$ cat config.mk
export PLATFORM = sky130hd
export DESIGN_NAME = wpt_i2c_target
export DESIGN_NICKNAME = d
export VERILOG_FILES = /design/src/rtl/wpt_pkg.sv /design/src/rtl/wpt_buf2.sv /design/src/rtl/wpt_i2c_target.sv
export VERILOG_INCLUDE_DIRS = /design/src /design/src/rtl
export SDC_FILE = /design/constraint.sdc
export NUM_CORES = 1
export LEC_CHECK = 0
export BUFFER_PORTS_ARGS = -buffer_cell sky130_fd_sc_hd__buf_4
export CORE_MARGIN = 1.5
export CORE_UTILIZATION = 35
export DETAILED_ROUTE_END_ITERATION = 12
export GPL_ROUTABILITY_DRIVEN = 0
export GPL_TIMING_DRIVEN = 0
export MAX_ROUTING_LAYER = met4
export SYNTH_ARGS = -nofsm -noshare
export SYNTH_HDL_FRONTEND = slang
export SYNTH_SLANG_ARGS = --single-unit
$ cat constraint.sdc
create_clock -name clock_i -period 2.8 [get_ports clock_i]
set_input_delay 0.14 -clock clock_i [delete_from_list [all_inputs] [get_ports clock_i]]
set_output_delay 0.14 -clock clock_i [all_outputs]
set_load 0.1 [all_outputs]
$ cat src/rtl/wpt_cfg.svh
// Purpose: Constants for the I2C wiper potentiometer target
// Assumes: Single 20 MHz system clock samples the I2C pins
// Notes: Definitions only
`ifndef WPT_CFG_SVH
`define WPT_CFG_SVH

// ==========================================
// Addressing, reset values, widths and bit positions
`define WPT_SLAVE_ADDR 7'h2F
`define WPT_GCALL_ADDR 7'h00
`define WPT_WIPER_RESET 7'h3F
`define WPT_WIPER_W 7
`define WPT_TAP_COUNT 128
`define WPT_RW_BIT 0
`define WPT_LAST_BIT 3'h7

`endif

$ cat src/rtl/wpt_pkg.sv
// Purpose: Types for the I2C wiper potentiometer target
// Assumes: Included constants come from wpt_cfg.svh
// Notes: Types only
package wpt_pkg;
  // ==========================================
  // Bus interface states, one-hot
  typedef enum logic [4:0] {
    WPT_IDLE  = 5'b00001,
    WPT_ADDR  = 5'b00010,
    WPT_WDATA = 5'b00100,
    WPT_RDATA = 5'b01000,
    WPT_ACK   = 5'b10000
  } wpt_state_t;

  // Two-entry buffer state
  typedef struct packed {
    logic [1:0] cnt;
    logic rd_ptr;
    logic wr_ptr;
  } wpt_buf_t;
endpackage

$ cat src/rtl/wpt_buf2.sv
// Purpose: Two-entry valid/ready buffer for received wiper codes
// Assumes: Same clock on both sides
// Notes: Ready drops only when both entries hold data
`include "wpt_cfg.svh"
module wpt_buf2 (
  // Clock and reset
  input wire logic clock_i,
  input wire logic rstn_i,
  // Fill side
  input wire logic in_valid_i,
  input wire logic [`WPT_WIPER_W-1:0] in_data_i,
  output logic in_ready_o,
  // Drain side
  output logic out_valid_o,
  input wire logic out_ready_i,
  output logic [`WPT_WIPER_W-1:0] out_data_o
);
  logic [`WPT_WIPER_W-1:0] mem [0:1];
  wpt_pkg::wpt_buf_t st;
  wpt_pkg::wpt_buf_t next_st;
  logic push;
  logic pop;

  assign in_ready_o = (st.cnt != 2'h2);
  assign out_valid_o = (st.cnt != 2'h0);
  assign out_data_o = mem[st.rd_ptr];
  assign push = in_valid_i && in_ready_o;
  assign pop = out_valid_o && out_ready_i;

  always_comb begin
    next_st = st;
    if (push) begin
      next_st.wr_ptr = ~st.wr_ptr;
    end
    if (pop) begin
      next_st.rd_ptr = ~st.rd_ptr;
    end
    next_st.cnt = st.cnt + {1'b0, push} - {1'b0, pop};
  end

  always_ff @(posedge clock_i or negedge rstn_i) begin
    if (!rstn_i) begin
      st <= '0;
    end else begin
      st <= next_st;
    end
  end

  always_ff @(posedge clock_i) begin
    if (push) begin
      mem[st.wr_ptr] <= in_data_i;
    end
  end
endmodule

$ cat src/rtl/wpt_i2c_target.sv
// Purpose: I2C target holding a 7-bit volatile wiper code and tap select
// Assumes: SCL and SDA pins are oversampled by clock_i, two-stage synchronised
// Notes: rstn_i stands for power-on and brown-out reset
`include "wpt_cfg.svh"

module wpt_i2c_target (
  // Clock and reset
  input wire logic clock_i,
  input wire logic rstn_i,
  // I2C pins, open drain, oe low means driving low
  input wire logic scl_i,
  input wire logic sda_i,
  output logic sda_o,
  output logic sda_oe_o,
  output logic scl_o,
  output logic scl_oe_o,
  // Wiper outputs
  output logic [`WPT_WIPER_W-1:0] volatile_wiper_setting_o,
  output logic [`WPT_TAP_COUNT-1:0] tap_select_o
);
  typedef struct packed {
    logic [1:0] scl_s;
    logic [1:0] sda_s;
    logic scl_d;
    logic sda_d;
    wpt_pkg::wpt_state_t state;
    logic [2:0] bit_cnt;
    logic [7:0] shreg;
    logic is_read;
    logic ack_drive;
    logic sda_low;
    logic got_byte;
    logic sda_rel;
    logic [`WPT_WIPER_W-1:0] wiper;
    logic [`WPT_TAP_COUNT-1:0] taps;
  } wpt_core_t;

  wpt_core_t st;
  wpt_core_t next_st;
  logic buf_in_valid;
  logic buf_in_ready;
  logic buf_out_valid;
  logic [`WPT_WIPER_W-1:0] buf_out_data;
  logic scl_rise;
  logic scl_fall;
  logic start_seen;
  logic stop_seen;

  // ==========================================
  // Tap decode
  function automatic logic [`WPT_TAP_COUNT-1:0] tap_decode(
    input logic [`WPT_WIPER_W-1:0] code
  );
    logic [`WPT_TAP_COUNT-1:0] v;
    v = '0;
    v[code] = 1'b1;
    return v;
  endfunction

  assign scl_rise = st.scl_s[1] && !st.scl_d;
  assign scl_fall = !st.scl_s[1] && st.scl_d;
  assign start_seen = st.scl_s[1] && st.scl_d && st.sda_d && !st.sda_s[1];
  assign stop_seen = st.scl_s[1] && st.scl_d && !st.sda_d && st.sda_s[1];

  // ==========================================
  // Receive buffer toward the wiper register
  wpt_buf2 u_buf (
    .clock_i(clock_i),
    .rstn_i(rstn_i),
    .in_valid_i(buf_in_valid),
    .in_data_i(st.shreg[`WPT_WIPER_W-1:0]),
    .in_ready_o(buf_in_ready),
    .out_valid_o(buf_out_valid),
    .out_ready_i(1'b1),
    .out_data_o(buf_out_data)
  );

  // ==========================================
  // Protocol engine
  always_comb begin
    next_st = st;
    buf_in_valid = 1'b0;
    next_st.scl_s = {st.scl_s[0], scl_i};
    next_st.sda_s = {st.sda_s[0], sda_i};
    next_st.scl_d = st.scl_s[1];
    next_st.sda_d = st.sda_s[1];
    if (buf_out_valid) begin
      next_st.wiper = buf_out_data;
    end
    next_st.taps = tap_decode(next_st.wiper);
    if (stop_seen) begin
      next_st.state = wpt_pkg::WPT_IDLE;
      next_st.sda_low = 1'b0;
    end else if (start_seen) begin
      next_st.state = wpt_pkg::WPT_ADDR;
      next_st.bit_cnt = 3'h0;
      next_st.got_byte = 1'b0;
      next_st.sda_low = 1'b0;
    end else begin
      case (st.state)
        wpt_pkg::WPT_IDLE: begin
          next_st.sda_low = 1'b0;
        end
        wpt_pkg::WPT_ADDR, wpt_pkg::WPT_WDATA: begin
          if (scl_rise) begin
            next_st.shreg = {st.shreg[6:0], st.sda_s[1]};
            next_st.bit_cnt = st.bit_cnt + 3'h1;
            // Marks a full byte, so the fall that ends a start is not taken
            next_st.got_byte = (st.bit_cnt == `WPT_LAST_BIT);
          end
          if (scl_fall && st.got_byte) begin
            // Eight bits in; decide acknowledge on the falling edge
            next_st.state = wpt_pkg::WPT_ACK;
            next_st.got_byte = 1'b0;
            if (st.state == wpt_pkg::WPT_ADDR) begin
              next_st.is_read = st.shreg[`WPT_RW_BIT];
              if (st.shreg[7:1] == `WPT_SLAVE_ADDR) begin
                next_st.sda_low = 1'b1;
                next_st.ack_drive = 1'b1;
              end else begin
                next_st.state = wpt_pkg::WPT_IDLE;
              end
            end else begin
              next_st.is_read = 1'b0;
              next_st.ack_drive = 1'b1;
              next_st.sda_low = buf_in_ready;
              buf_in_valid = buf_in_ready;
            end
          end
        end
        wpt_pkg::WPT_ACK: begin
          if (scl_fall) begin
            next_st.ack_drive = 1'b0;
            next_st.bit_cnt = 3'h0;
            if (st.is_read) begin
              // Load wiper code and drive first bit
              next_st.shreg = {1'b0, st.wiper};
              next_st.sda_low = 1'b1;
              next_st.state = wpt_pkg::WPT_RDATA;
            end else begin
              next_st.sda_low = 1'b0;
              next_st.state = wpt_pkg::WPT_WDATA;
            end
          end else if (scl_rise && !st.ack_drive && st.sda_s[1]) begin
            next_st.state = wpt_pkg::WPT_IDLE;
          end
        end
        wpt_pkg::WPT_RDATA: begin
          if (scl_fall) begin
            if (st.bit_cnt == `WPT_LAST_BIT) begin
              next_st.sda_low = 1'b0;
              next_st.state = wpt_pkg::WPT_ACK;
              next_st.ack_drive = 1'b0;
              next_st.is_read = 1'b1;
            end else begin
              next_st.shreg = {st.shreg[6:0], 1'b0};
              next_st.bit_cnt = st.bit_cnt + 3'h1;
              next_st.sda_low = !st.shreg[6];
            end
          end
        end
        default: begin
          next_st.state = wpt_pkg::WPT_IDLE;
        end
      endcase
    end
    // Drive low while shifting the MSB of read byte
    if (next_st.state == wpt_pkg::WPT_RDATA && scl_fall && !stop_seen && !start_seen
        && st.state == wpt_pkg::WPT_ACK) begin
      next_st.sda_low = 1'b1; // MSB of returned byte is always zero
    end
    // Pin enable held in a flop of its own, active low
    next_st.sda_rel = !next_st.sda_low;
  end

  // ==========================================
  // State register
  always_ff @(posedge clock_i or negedge rstn_i) begin
    if (!rstn_i) begin
      st <= '0;
      st.scl_s <= 2'h3;
      st.sda_s <= 2'h3;
      st.scl_d <= 1'b1;
      st.sda_d <= 1'b1;
      st.sda_rel <= 1'b1;
      st.state <= wpt_pkg::WPT_IDLE;
      st.wiper <= `WPT_WIPER_RESET;
      st.taps <= 128'h0000_0000_0000_0000_8000_0000_0000_0000;
    end else begin
      st <= next_st;
    end
  end

  assign sda_o = 1'b0;
  assign sda_oe_o = st.sda_rel;
  assign scl_o = 1'b0;
  assign scl_oe_o = 1'b1;
  assign volatile_wiper_setting_o = st.wiper;
  assign tap_select_o = st.taps;
endmodule

# == Word-level counts from Yosys, hierarchy flattened ==
# Memory sizes are Yosys's and may differ from the RTL's.
# Cells that the tools add are included.
# totals
mem_count,1
ram_bits,14
wordCells,126
output_inout_bits,139
input_bits,4
register_bits,166
# memory_table
name,words,word_bits,read_ports,rd_clocked_by_memory_dff,write_ports,line,rtl
u_buf.mem,2,7,1,0,1,wpt_buf2.sv:18,logic [`WPT_WIPER_W-1:0] mem [0:1];
# op_classes
n_eq_ne,21
n_addsub,3
n_bitwise,4
order_cmp,2
reduce_logical,37
muxes,41
# op_table
operator,count
two-way mux 5 bit,7
two-way mux 11 bit,3
one-hot mux 11 bit (3 select lines),1
one-hot mux 5 bit (4 select lines),1
two-way mux 19 bit,1
logical AND 1 bit,16
two-way mux 8 bit,2
inequality test 2 bit (second input constant),8
AND reduction 8 bit,2
inequality test 3 bit (second input constant),5
two-way mux 1 bit,14
AND reduction 6 bit,2
equality test 5 x 4 -> 1 bit (second input constant),2
logical NOT 1 bit,9
< comparator 7 x 8 -> 1 bit (second input constant),1
two-way mux 2 bit,4
two-way mux 4 bit,2
demux 1 bit (select 7 bit),1
equality test 7 x 6 -> 1 bit (second input constant),1
greater-or-equal comparator 7 x 1 -> 1 bit (second input constant),1
two-way mux 7 bit,1
nonzero test 2 bit,3
nonzero test 3 bit,2
equality test 5 x 1 -> 1 bit (second input constant),1
other kinds (15),18

# == Depth between registers and ports, before layout ==
# Gate-level depths: netlist of run 1.
# depth
word_depth,16
ltp_mapped,9
mapped_depth_nobuf,6

# == By module ==
# Synthesis of run 1 repeated with hierarchy kept, for this count alone.
# unflattened
hier_cells,665
area_unflattened_um2,7551.0
# modules_own_cells
mod,seq_area_each_um2,area_each_um2,n_inst,cells_per_inst
wpt_i2c_target,4072.7,6847.8,1,626
wpt_buf2,520.5,703.2,1,39

# == Worst setup path before layout of run 1 ==
# OpenSTA, ideal clock, no wires.
# synth_timing
kind,register to register
from,"register st, in the netlist next_st[157]"
to,memory u_buf.mem[1][0] (netlist bit) (enable)
t_arrival_ns,1.841
stages_incl_launch_ff,7
synth_period_minus_slack_ns,2.201
path_slack_ns,0.599
setup_ns,0.360
required_ns,2.440
path_buffers,2
cell_sequence,dfstp_2 > clkbuf_1 > nand2b_1 > clkbuf_1 > nor4_2 > nand3_1 > nor2_1
# synth_between
elab_chain_len,10
word_cells_on_any_way,15
classes_between,6 x mux; 9 x reduce/logical
# synth_rtl
element,line,rtl
start: declaration,wpt_i2c_target.sv:38,wpt_core_t st;
start signal: assignment,wpt_i2c_target.sv:190,st <= next_st;
logical NOT 1 bit,wpt_i2c_target.sv:61,assign scl_fall = !st.scl_s[1] && st.scl_d;
logical AND 1 bit,wpt_i2c_target.sv:61,
logical AND 1 bit,wpt_i2c_target.sv:111,if (scl_fall && st.got_byte) begin
two-way mux 1 bit,wpt_i2c_target.sv:111,
two-way mux 1 bit,wpt_i2c_target.sv:100,case (st.state)
two-way mux 1 bit,wpt_i2c_target.sv:94,end else if (start_seen) begin
two-way mux 1 bit *,wpt_i2c_target.sv:91,if (stop_seen) begin
logical AND 1 bit *,wpt_buf2.sv:27,assign push = in_valid_i && in_ready_o;
two-way mux 1 bit *,wpt_buf2.sv:50,if (push) begin
two-way mux 1 bit (not written as such) *,wpt_buf2.sv:51,mem[st.wr_ptr] <= in_data_i;
end: declaration,wpt_buf2.sv:18,
# Every way passes the cells marked *; elsewhere a longest branch is shown, timed or not.

# == Final worst setup path of run 1 ==
# layout_timing
from,"register st, in the netlist next_st[157]"
to,memory u_buf.mem[0][0] (netlist bit) (enable)
# Same word-level chain as after synthesis.

==> impl_metrics.json, run 1 <==
{
  "critical_path_required_ns": 2.89,
  "cts_tree": "yes",
  "clkLatencyLatePin_ns": 0.44,
  "multi_input_area_um2": 1700,
  "cellLeakagePower_nw": 4.94,
  "first_pass_grt_wire_length_um": 24700,
  "critical_path.max_fanout": 10,
  "htree_num_levels": 4,
  "starting_density_of_the_core_pct": 35.6,
  "antenna-diode-count": 0,
  "worst_ep_arrival_time_ns": 2.59,
  "post-layout-total-power_mw": 5.30,
  "drtPass1Iterations": 4,
  "die_width_um": 149,
  "final.min_clock_period_ns": 2.49,
  "die_area_um2": 22200,
  "max_cap_viol_count": 0,
  "drt-wirelength-per-cell_um": 14.1,
  "max-vdd-ir-drop_mv": 0.451,
  "max_freq_ghz": 0.401,
  "synth_enable_flop_cells": 14,
  "synthesis.instances": 663,
  "worst_slew_pin_slew_ns": 0.674,
  "synth.distinct_cells": 55,
  "tritoncts_num_sinks": 180,
  "synth_top_area_share_pct": 50.7,
  "pin_count": 143,
  "status": "finished, final reports clean",
  "cell_type_contributing_the_most_total_cell_area_after_synthesis": "sky130_fd_sc_hd__dfrtp_1",
  "floorplan.core_area_um2": 21000,
  "cts.clk_slew.worst_paths_ns": 0.08,
  "fillers": 1951,
  "fin_nets": 832,
  "drc": 0,
  "syn-mean-instance-area_um2": 11.2,
  "layout-drive-gt1-share_pct": 42.9,
  "vias_per_cell": 4.25,
  "dp_hpwl_um": 11100,
  "drt_iter0_drc": 154,
  "grt_usage_pct": 15.2,
  "critPathCapture": "u_buf.mem[0][0]",
  "ctsLongestPathBuffers": 2,
  "cp-start-kind": "flop",
  "setup_total_negative_slack_ns": 0,
  "ff2ff_setup_slack_ns": 0.31,
  "grt_start_max_net_pins": 96,
  "ys_dominant_reg_cell": "sky130_fd_sc_hd__dfrtp_1",
  "hold_path_class": "in -> async",
  "yosys.area_share.adder_pct": 0.336,
  "synth_top_cells_by_count": "sky130_fd_sc_hd__nor2_1, sky130_fd_sc_hd__dfrtp_1, sky130_fd_sc_hd__buf_4",
  "routed_wirelength_um": 15800,
  "grt_pass1_vias": 4551,
  "synth_compound_area_share_pct": 4.98,
  "reg2reg_to": "u_buf.mem[0][0]",
  "slew_violations": 0,
  "async_reset_ff_share_pct": 92.2,
  "finClkSkew_ns": 0.0181,
  "layout.area.seq_um2": 4590,
  "yosysSeqAreaShare_pct": 61.6,
  "main_combinational_cell_family_by_area_after_synthesis": "buffers and inverters",
  "crit_path_start": "next_st[157]",
  "p_per_area_nw_per_um2": 554,
  "rows": 53,
  "hold_viol_final": 0,
  "final_min_period_over_clock_period_pct": 89.0,
  "setup.worst_path.class": "reg -> reg",
  "yosys_register_bits": 180,
  "synth.most_common_cell": "sky130_fd_sc_hd__nor2_1",
  "final_antenna_net_count": 0,
  "synth.area.mux_share_pct": 2.67,
  "port_buffers": 139,
  "netlist_top_cells_area": "sky130_fd_sc_hd__dfrtp_1, sky130_fd_sc_hd__buf_4, sky130_fd_sc_hd__nor2_1",
  "grt_setup_unrepaired": "false",
  "cts_made_buffers": 17,
  "antenna_found_initial": 0,
  "die_h_um": 149,
  "slew-limit-headroom_pct": 55.1,
  "synthXorXnorAreaFrac_pct": 0.822,
  "grt-ovfl-total": 0,
  "setup_viol_count_final": 0,
  "clk_root_buffer_cell": "sky130_fd_sc_hd__clkbuf_16",
  "vias": 4738,
  "yosys.area_share.simple_pct": 13.7,
  "critPathCaptureType": "flop",
  "post_cts.repair.setup_buffers": 0,
  "final_core_util_pct": 45.7,
  "synth_warnings": 0,
  "syn_area_um2": 7460,
  "rr_worst_depth": 6,
  "areaGrowthSynthToFinish_pct": 28.4,
  "r2r_start": "next_st[157]"
}
## worst max-delay path: stages, from the launching register on
cell and delay [ns]:
sky130_fd_sc_hd__dfstp_2 0.37, sky130_fd_sc_hd__clkbuf_1 0.21, sky130_fd_sc_hd__nand2b_1 0.21, sky130_fd_sc_hd__clkbuf_1 0.26
sky130_fd_sc_hd__nor4_4 0.47, sky130_fd_sc_hd__nand3_1 0.28, sky130_fd_sc_hd__nor2_2 0.36
## where the power goes
| group | switching [mW] | leakage, nW | internal [mW] |
|---|---|---|---|
| clock | 1.19 | 0.312 | 1.32 |
| sequential | 0.00790 | 2.39 | 2.64 |
| combinational | 0.104 | 2.23 | 0.0338 |
| total | 1.30 | 4.94 | 4.00 |
## placed cells by master (no fill, tap or decap), types with 4 or more instances in the layout
| cell type | n |
|---|---|
| sky130_fd_sc_hd__buf_4 | 277 |
| sky130_fd_sc_hd__dfrtp_1 | 151 |
| sky130_fd_sc_hd__nor2_1 | 150 |
| sky130_fd_sc_hd__nand2_1 | 36 |
| sky130_fd_sc_hd__clkbuf_16 | 17 |
| sky130_fd_sc_hd__dfstp_2 | 15 |
| sky130_fd_sc_hd__buf_2 | 14 |
| sky130_fd_sc_hd__edfxtp_1 | 14 |
| sky130_fd_sc_hd__mux2i_1 | 12 |
| sky130_fd_sc_hd__a21oi_1 | 10 |
| sky130_fd_sc_hd__nand3_1 | 9 |
| sky130_fd_sc_hd__nor3_1 | 8 |
| sky130_fd_sc_hd__inv_1 | 8 |
| sky130_fd_sc_hd__a22o_1 | 7 |
| sky130_fd_sc_hd__o21ai_0 | 6 |
| sky130_fd_sc_hd__mux2_2 | 6 |
| sky130_fd_sc_hd__clkbuf_1 | 5 |
| sky130_fd_sc_hd__clkinv_8 | 5 |
| sky130_fd_sc_hd__nand2b_1 | 4 |
| sky130_fd_sc_hd__xor2_1 | 4 |
| sky130_fd_sc_hd__and2_1 | 4 |
## per-stage QoR
step,setup slack (ns),std cells,hold slack (ns),area [um^2]
after floorplan,0.599,664,-0.156,7460
after global placement,0.0530,1078,0.248,8850
after detailed placement,0.0220,1079,0.128,8880
after CTS,-0.00146,1114,0.260,9560
after global routing,0.0989,1114,0.286,9570
final,0.308,1114,0.232,9570
## metal layers
| metal | wire, um | global-route usage (%) | vias to the layer above | share of wire [%] |
|---|---|---|---|---|
| li1 | - | - | 2332 | - |
| met2 | 7540 | 24.1 | 134 | 48 |
| met3 | 781 | 4.01 | 12 | 5.0 |
| met1 | 7280 | 19.3 | 2260 | 46 |
| met5 | 0 | - | - | 0 |
| met4 | 146 | 3.86 | 0 | 0.93 |
## registers in the layout (all words and copies together), names as in the netlist
| name | flops |
|---|---|
| volatile_wiper_setting_o | 7 |
| u_buf.mem | 14 |
| next_st | 4 |
| u_buf.st | 4 |
| sda_oe_o | 1 |
| st | 22 |
| tap_select_o | 128 |
## worst min-delay path by stage
| stage | from | end | slack (ns) | depth (start not counted) |
|---|---|---|---|---|
| 2_1_floorplan | rstn_i | st[136] | -0.16 | 0 |
| 3_3_place_gp | sda_i | next_st[159] | 0.25 | 1 |
| 3_5_place_dp | rstn_i | tap_select_o[65] | 0.13 | 1 |
| 4_1_cts | rstn_i | tap_select_o[65] | 0.26 | 2 |
| 5_1_grt | rstn_i | tap_select_o[65] | 0.29 | 2 |
| 6_report | rstn_i | tap_select_o[65] | 0.23 | 2 |
## what timing repair did
item                       CTS  global route
cloned                       0             0
hold endpoints to repair    72             0
pin swaps                    0             0
setup endpoints to repair    4            14
hold buffers                 3             0
gates resized for setup      0             3
## area by class of cell
type | count | share of cell area (%)
clock buffers | 17 | 4.44
flip-flops and latches | 180 | 48.0
clock inverters | 15 | 2.30
plain buffers | 159 | 11.9
inverters | 9 | 0.353
repair buffers | 143 | 11.6
well taps | 275 | 3.59
multi-input cells | 316 | 17.8
## cells by family after synthesis
family,after synthesis
adder cells (fa/ha/maj),2
flip-flops,180
AO/OA/AOI/OAI,49
multiplexers,19
XOR/XNOR,7
AND/OR/NAND/NOR,236
buffers and inverters,168
other,2
Power figures use the tool's default switching activity.
==> run 2, diff against run 1 <==
- CTS_BUF_LIST: unset -> sky130_fd_sc_hd__clkbuf_2 sky130_fd_sc_hd__clkbuf_4 sky130_fd_sc_hd__clkbuf_8
==> run 2 against run 1 <==
Compared with the run above:
- worst setup slack gained 0.0068 ns
- global-route usage is 0.10 points lower
- clock skew increased by 0.0059 ns
- design area decreased by 2.0%
- critical endpoint unchanged
- clock power decreased by 24%
- critical path type unchanged
- hold slack worse by 0.041 ns
- routed wire length is 0.25% lower
- sequential power about the same
- die area unchanged
- utilization decreased by 0.91 points
==> impl_metrics.json, run 2 (synthesized netlist as in run 1, its figures left out) <==
{
  "top_signal_layer_used": "met4",
  "placedInstanceArea_um2": 8880,
  "first_pass_grt_wire_length_um": 24600,
  "max_freq_ghz": 0.402,
  "final_core_util_pct": 44.8,
  "cp-start-kind": "flop",
  "port_buffers": 139,
  "power_spent_charging_and_discharging_nets_mw": 1.22,
  "final_critical_path_setup_slack_ns": 0.315,
  "floorplan.core_area_um2": 21000,
  "cts.clk_slew.worst_paths_ns": 0.11,
  "final_min_period_over_clock_period_pct": 88.8,
  "placement.setup.worst_slack_ns": 0.0220,
  "final.min_clock_period_ns": 2.49,
  "clkLatencyLatePin_ns": 0.47,
  "vias": 4711,
  "setup_viol_count_final": 0,
  "drt-wirelength-per-cell_um": 14.1,
  "design_area_um2": 9380,
  "multi_input_area_um2": 1700,
  "layout_common_cells": "sky130_fd_sc_hd__buf_4, sky130_fd_sc_hd__dfrtp_1, sky130_fd_sc_hd__nor2_1, sky130_fd_sc_hd__nand2_1, sky130_fd_sc_hd__clkbuf_8",
  "htree_num_levels": 4,
  "drtPass1Iterations": 4,
  "max-vdd-ir-drop_mv": 0.311,
  "die_area_um2": 22200,
  "hold_path_class": "in -> async",
  "finClkSkew_ns": 0.0240,
  "final_common_cell": "sky130_fd_sc_hd__buf_4",
  "vias_per_cell": 4.23,
  "grt_setup_unrepaired": "false",
  "combPwrFrac_pct": 2.9,
  "die_width_um": 149,
  "critical_path_required_ns": 2.93,
  "status": "finished, final reports clean",
  "ctsLongestPathBuffers": 2,
  "routed_wirelength_um": 15700,
  "fillers": 1982,
  "die_h_um": 149,
  "tritoncts_num_sinks": 180,
  "cts_made_buffers": 17,
  "largest_register_ff_count": 128,
  "grt_start_max_net_pins": 96,
  "met2_wirelength_um": 7520,
  "post-layout-total-power_mw": 4.70,
  "worst_slew_pin_slew_ns": 0.667,
  "setup.worst_path.class": "reg -> reg",
  "fin_nets": 832,
  "layout-drive-gt1-share_pct": 42.9,
  "hold_viol_final": 0,
  "worst_ep_arrival_time_ns": 2.61,
  "drt_iter0_drc": 157,
  "grt_pass1_vias": 4526,
  "clk_root_buffer_cell": "sky130_fd_sc_hd__clkbuf_8",
  "final_antenna_net_count": 0,
  "met3WireLength_um": 790,
  "cellInternalPower_mw": 3.47,
  "power.sequential.fraction_pct": 56.4,
  "drc": 0,
  "max_cap_viol_count": 0,
  "areaGrowthSynthToFinish_pct": 25.8,
  "antenna-diode-count": 0,
  "p_per_area_nw_per_um2": 501,
  "pin_count": 143,
  "power_frac_clock_pct": 40.7,
  "rows": 53,
  "layout.area.seq_um2": 4590,
  "grt-ovfl-total": 0,
  "slew-limit-headroom_pct": 55.5,
  "switching_share_pct": 26.1,
  "critical_path.max_fanout": 10,
  "slew_violations": 0,
  "starting_density_of_the_core_pct": 35.6,
  "critPathCaptureType": "flop",
  "antenna_found_initial": 0,
  "finish.cell_count_without_fillers": 1114,
  "grt_usage_pct": 15.1,
  "cellLeakagePower_nw": 4.85,
  "dp.cells": 1079,
  "drt-met1-wl_um": 7250,
  "cts_tree": "yes",
  "dp_hpwl_um": 11100
}
## run 2: worst paths after layout
path	end	from	slack, ns	cells past startpoint
max	u_buf.mem[0][0]	next_st[157]	0.31	6
min	tap_select_o[65]	rstn_i	0.19	2
max reg2reg	u_buf.mem[0][0]	next_st[157]	0.31	6
min reg2reg	next_st[156]	next_st[159]	0.36	0
max in group asynchronous	sda_oe_o	rstn_i	1.73	3
min in group clock_i	next_st[159]	sda_i	0.32	2
## run 2: worst max-delay path, stage by stage (launching register included)
cell,delay [ns]
sky130_fd_sc_hd__dfstp_2,0.38
sky130_fd_sc_hd__clkbuf_1,0.21
sky130_fd_sc_hd__nand2b_1,0.20
sky130_fd_sc_hd__clkbuf_1,0.26
sky130_fd_sc_hd__nor4_4,0.47
sky130_fd_sc_hd__nand3_1,0.27
sky130_fd_sc_hd__nor2_2,0.36
## run 2: what timing repair did
item | CTS | global route
hold endpoints to repair | 73 | 0
pin swaps | 0 | 0
resized for setup | 0 | 3
hold buffers | 3 | 0
setup buffers | 0 | 0
setup endpoints to repair | 4 | 14
## run 2: power by group through the flow
stage               Sequential, mW  Combinational, mW  Clock [mW]
finish                        2.65              0.138        1.91
global route                  2.65              0.155        2.08
CTS                           2.65              0.141        1.97
detailed placement            2.70              0.137           0
global placement              2.70              0.131           0
floorplan                     2.70             0.0603           0
## run 2: through the flow
stage	setup TNS, ns	hold slack [ns]
final	0	0.191
after global routing	0	0.226
after CTS	-0.0255	0.198
after detailed placement	0	0.128
after global placement	0	0.248
after floorplan	0	-0.156
## run 2: layout make-up
type | count | area share [%]
clock buffers | 17 | 2.49
inverters | 9 | 0.360
flip-flops and latches | 180 | 49.0
plain buffers | 159 | 12.2
multi-input cells | 316 | 18.2
clock inverters | 15 | 2.35
repair buffers | 143 | 11.8
well taps | 275 | 3.67
## run 2: layer usage
layer	vias up	track usage, %
met4	0	4.16
li1	2321	-
met5	-	-
met3	12	3.46
met2	128	24.0
met1	2250	19.4
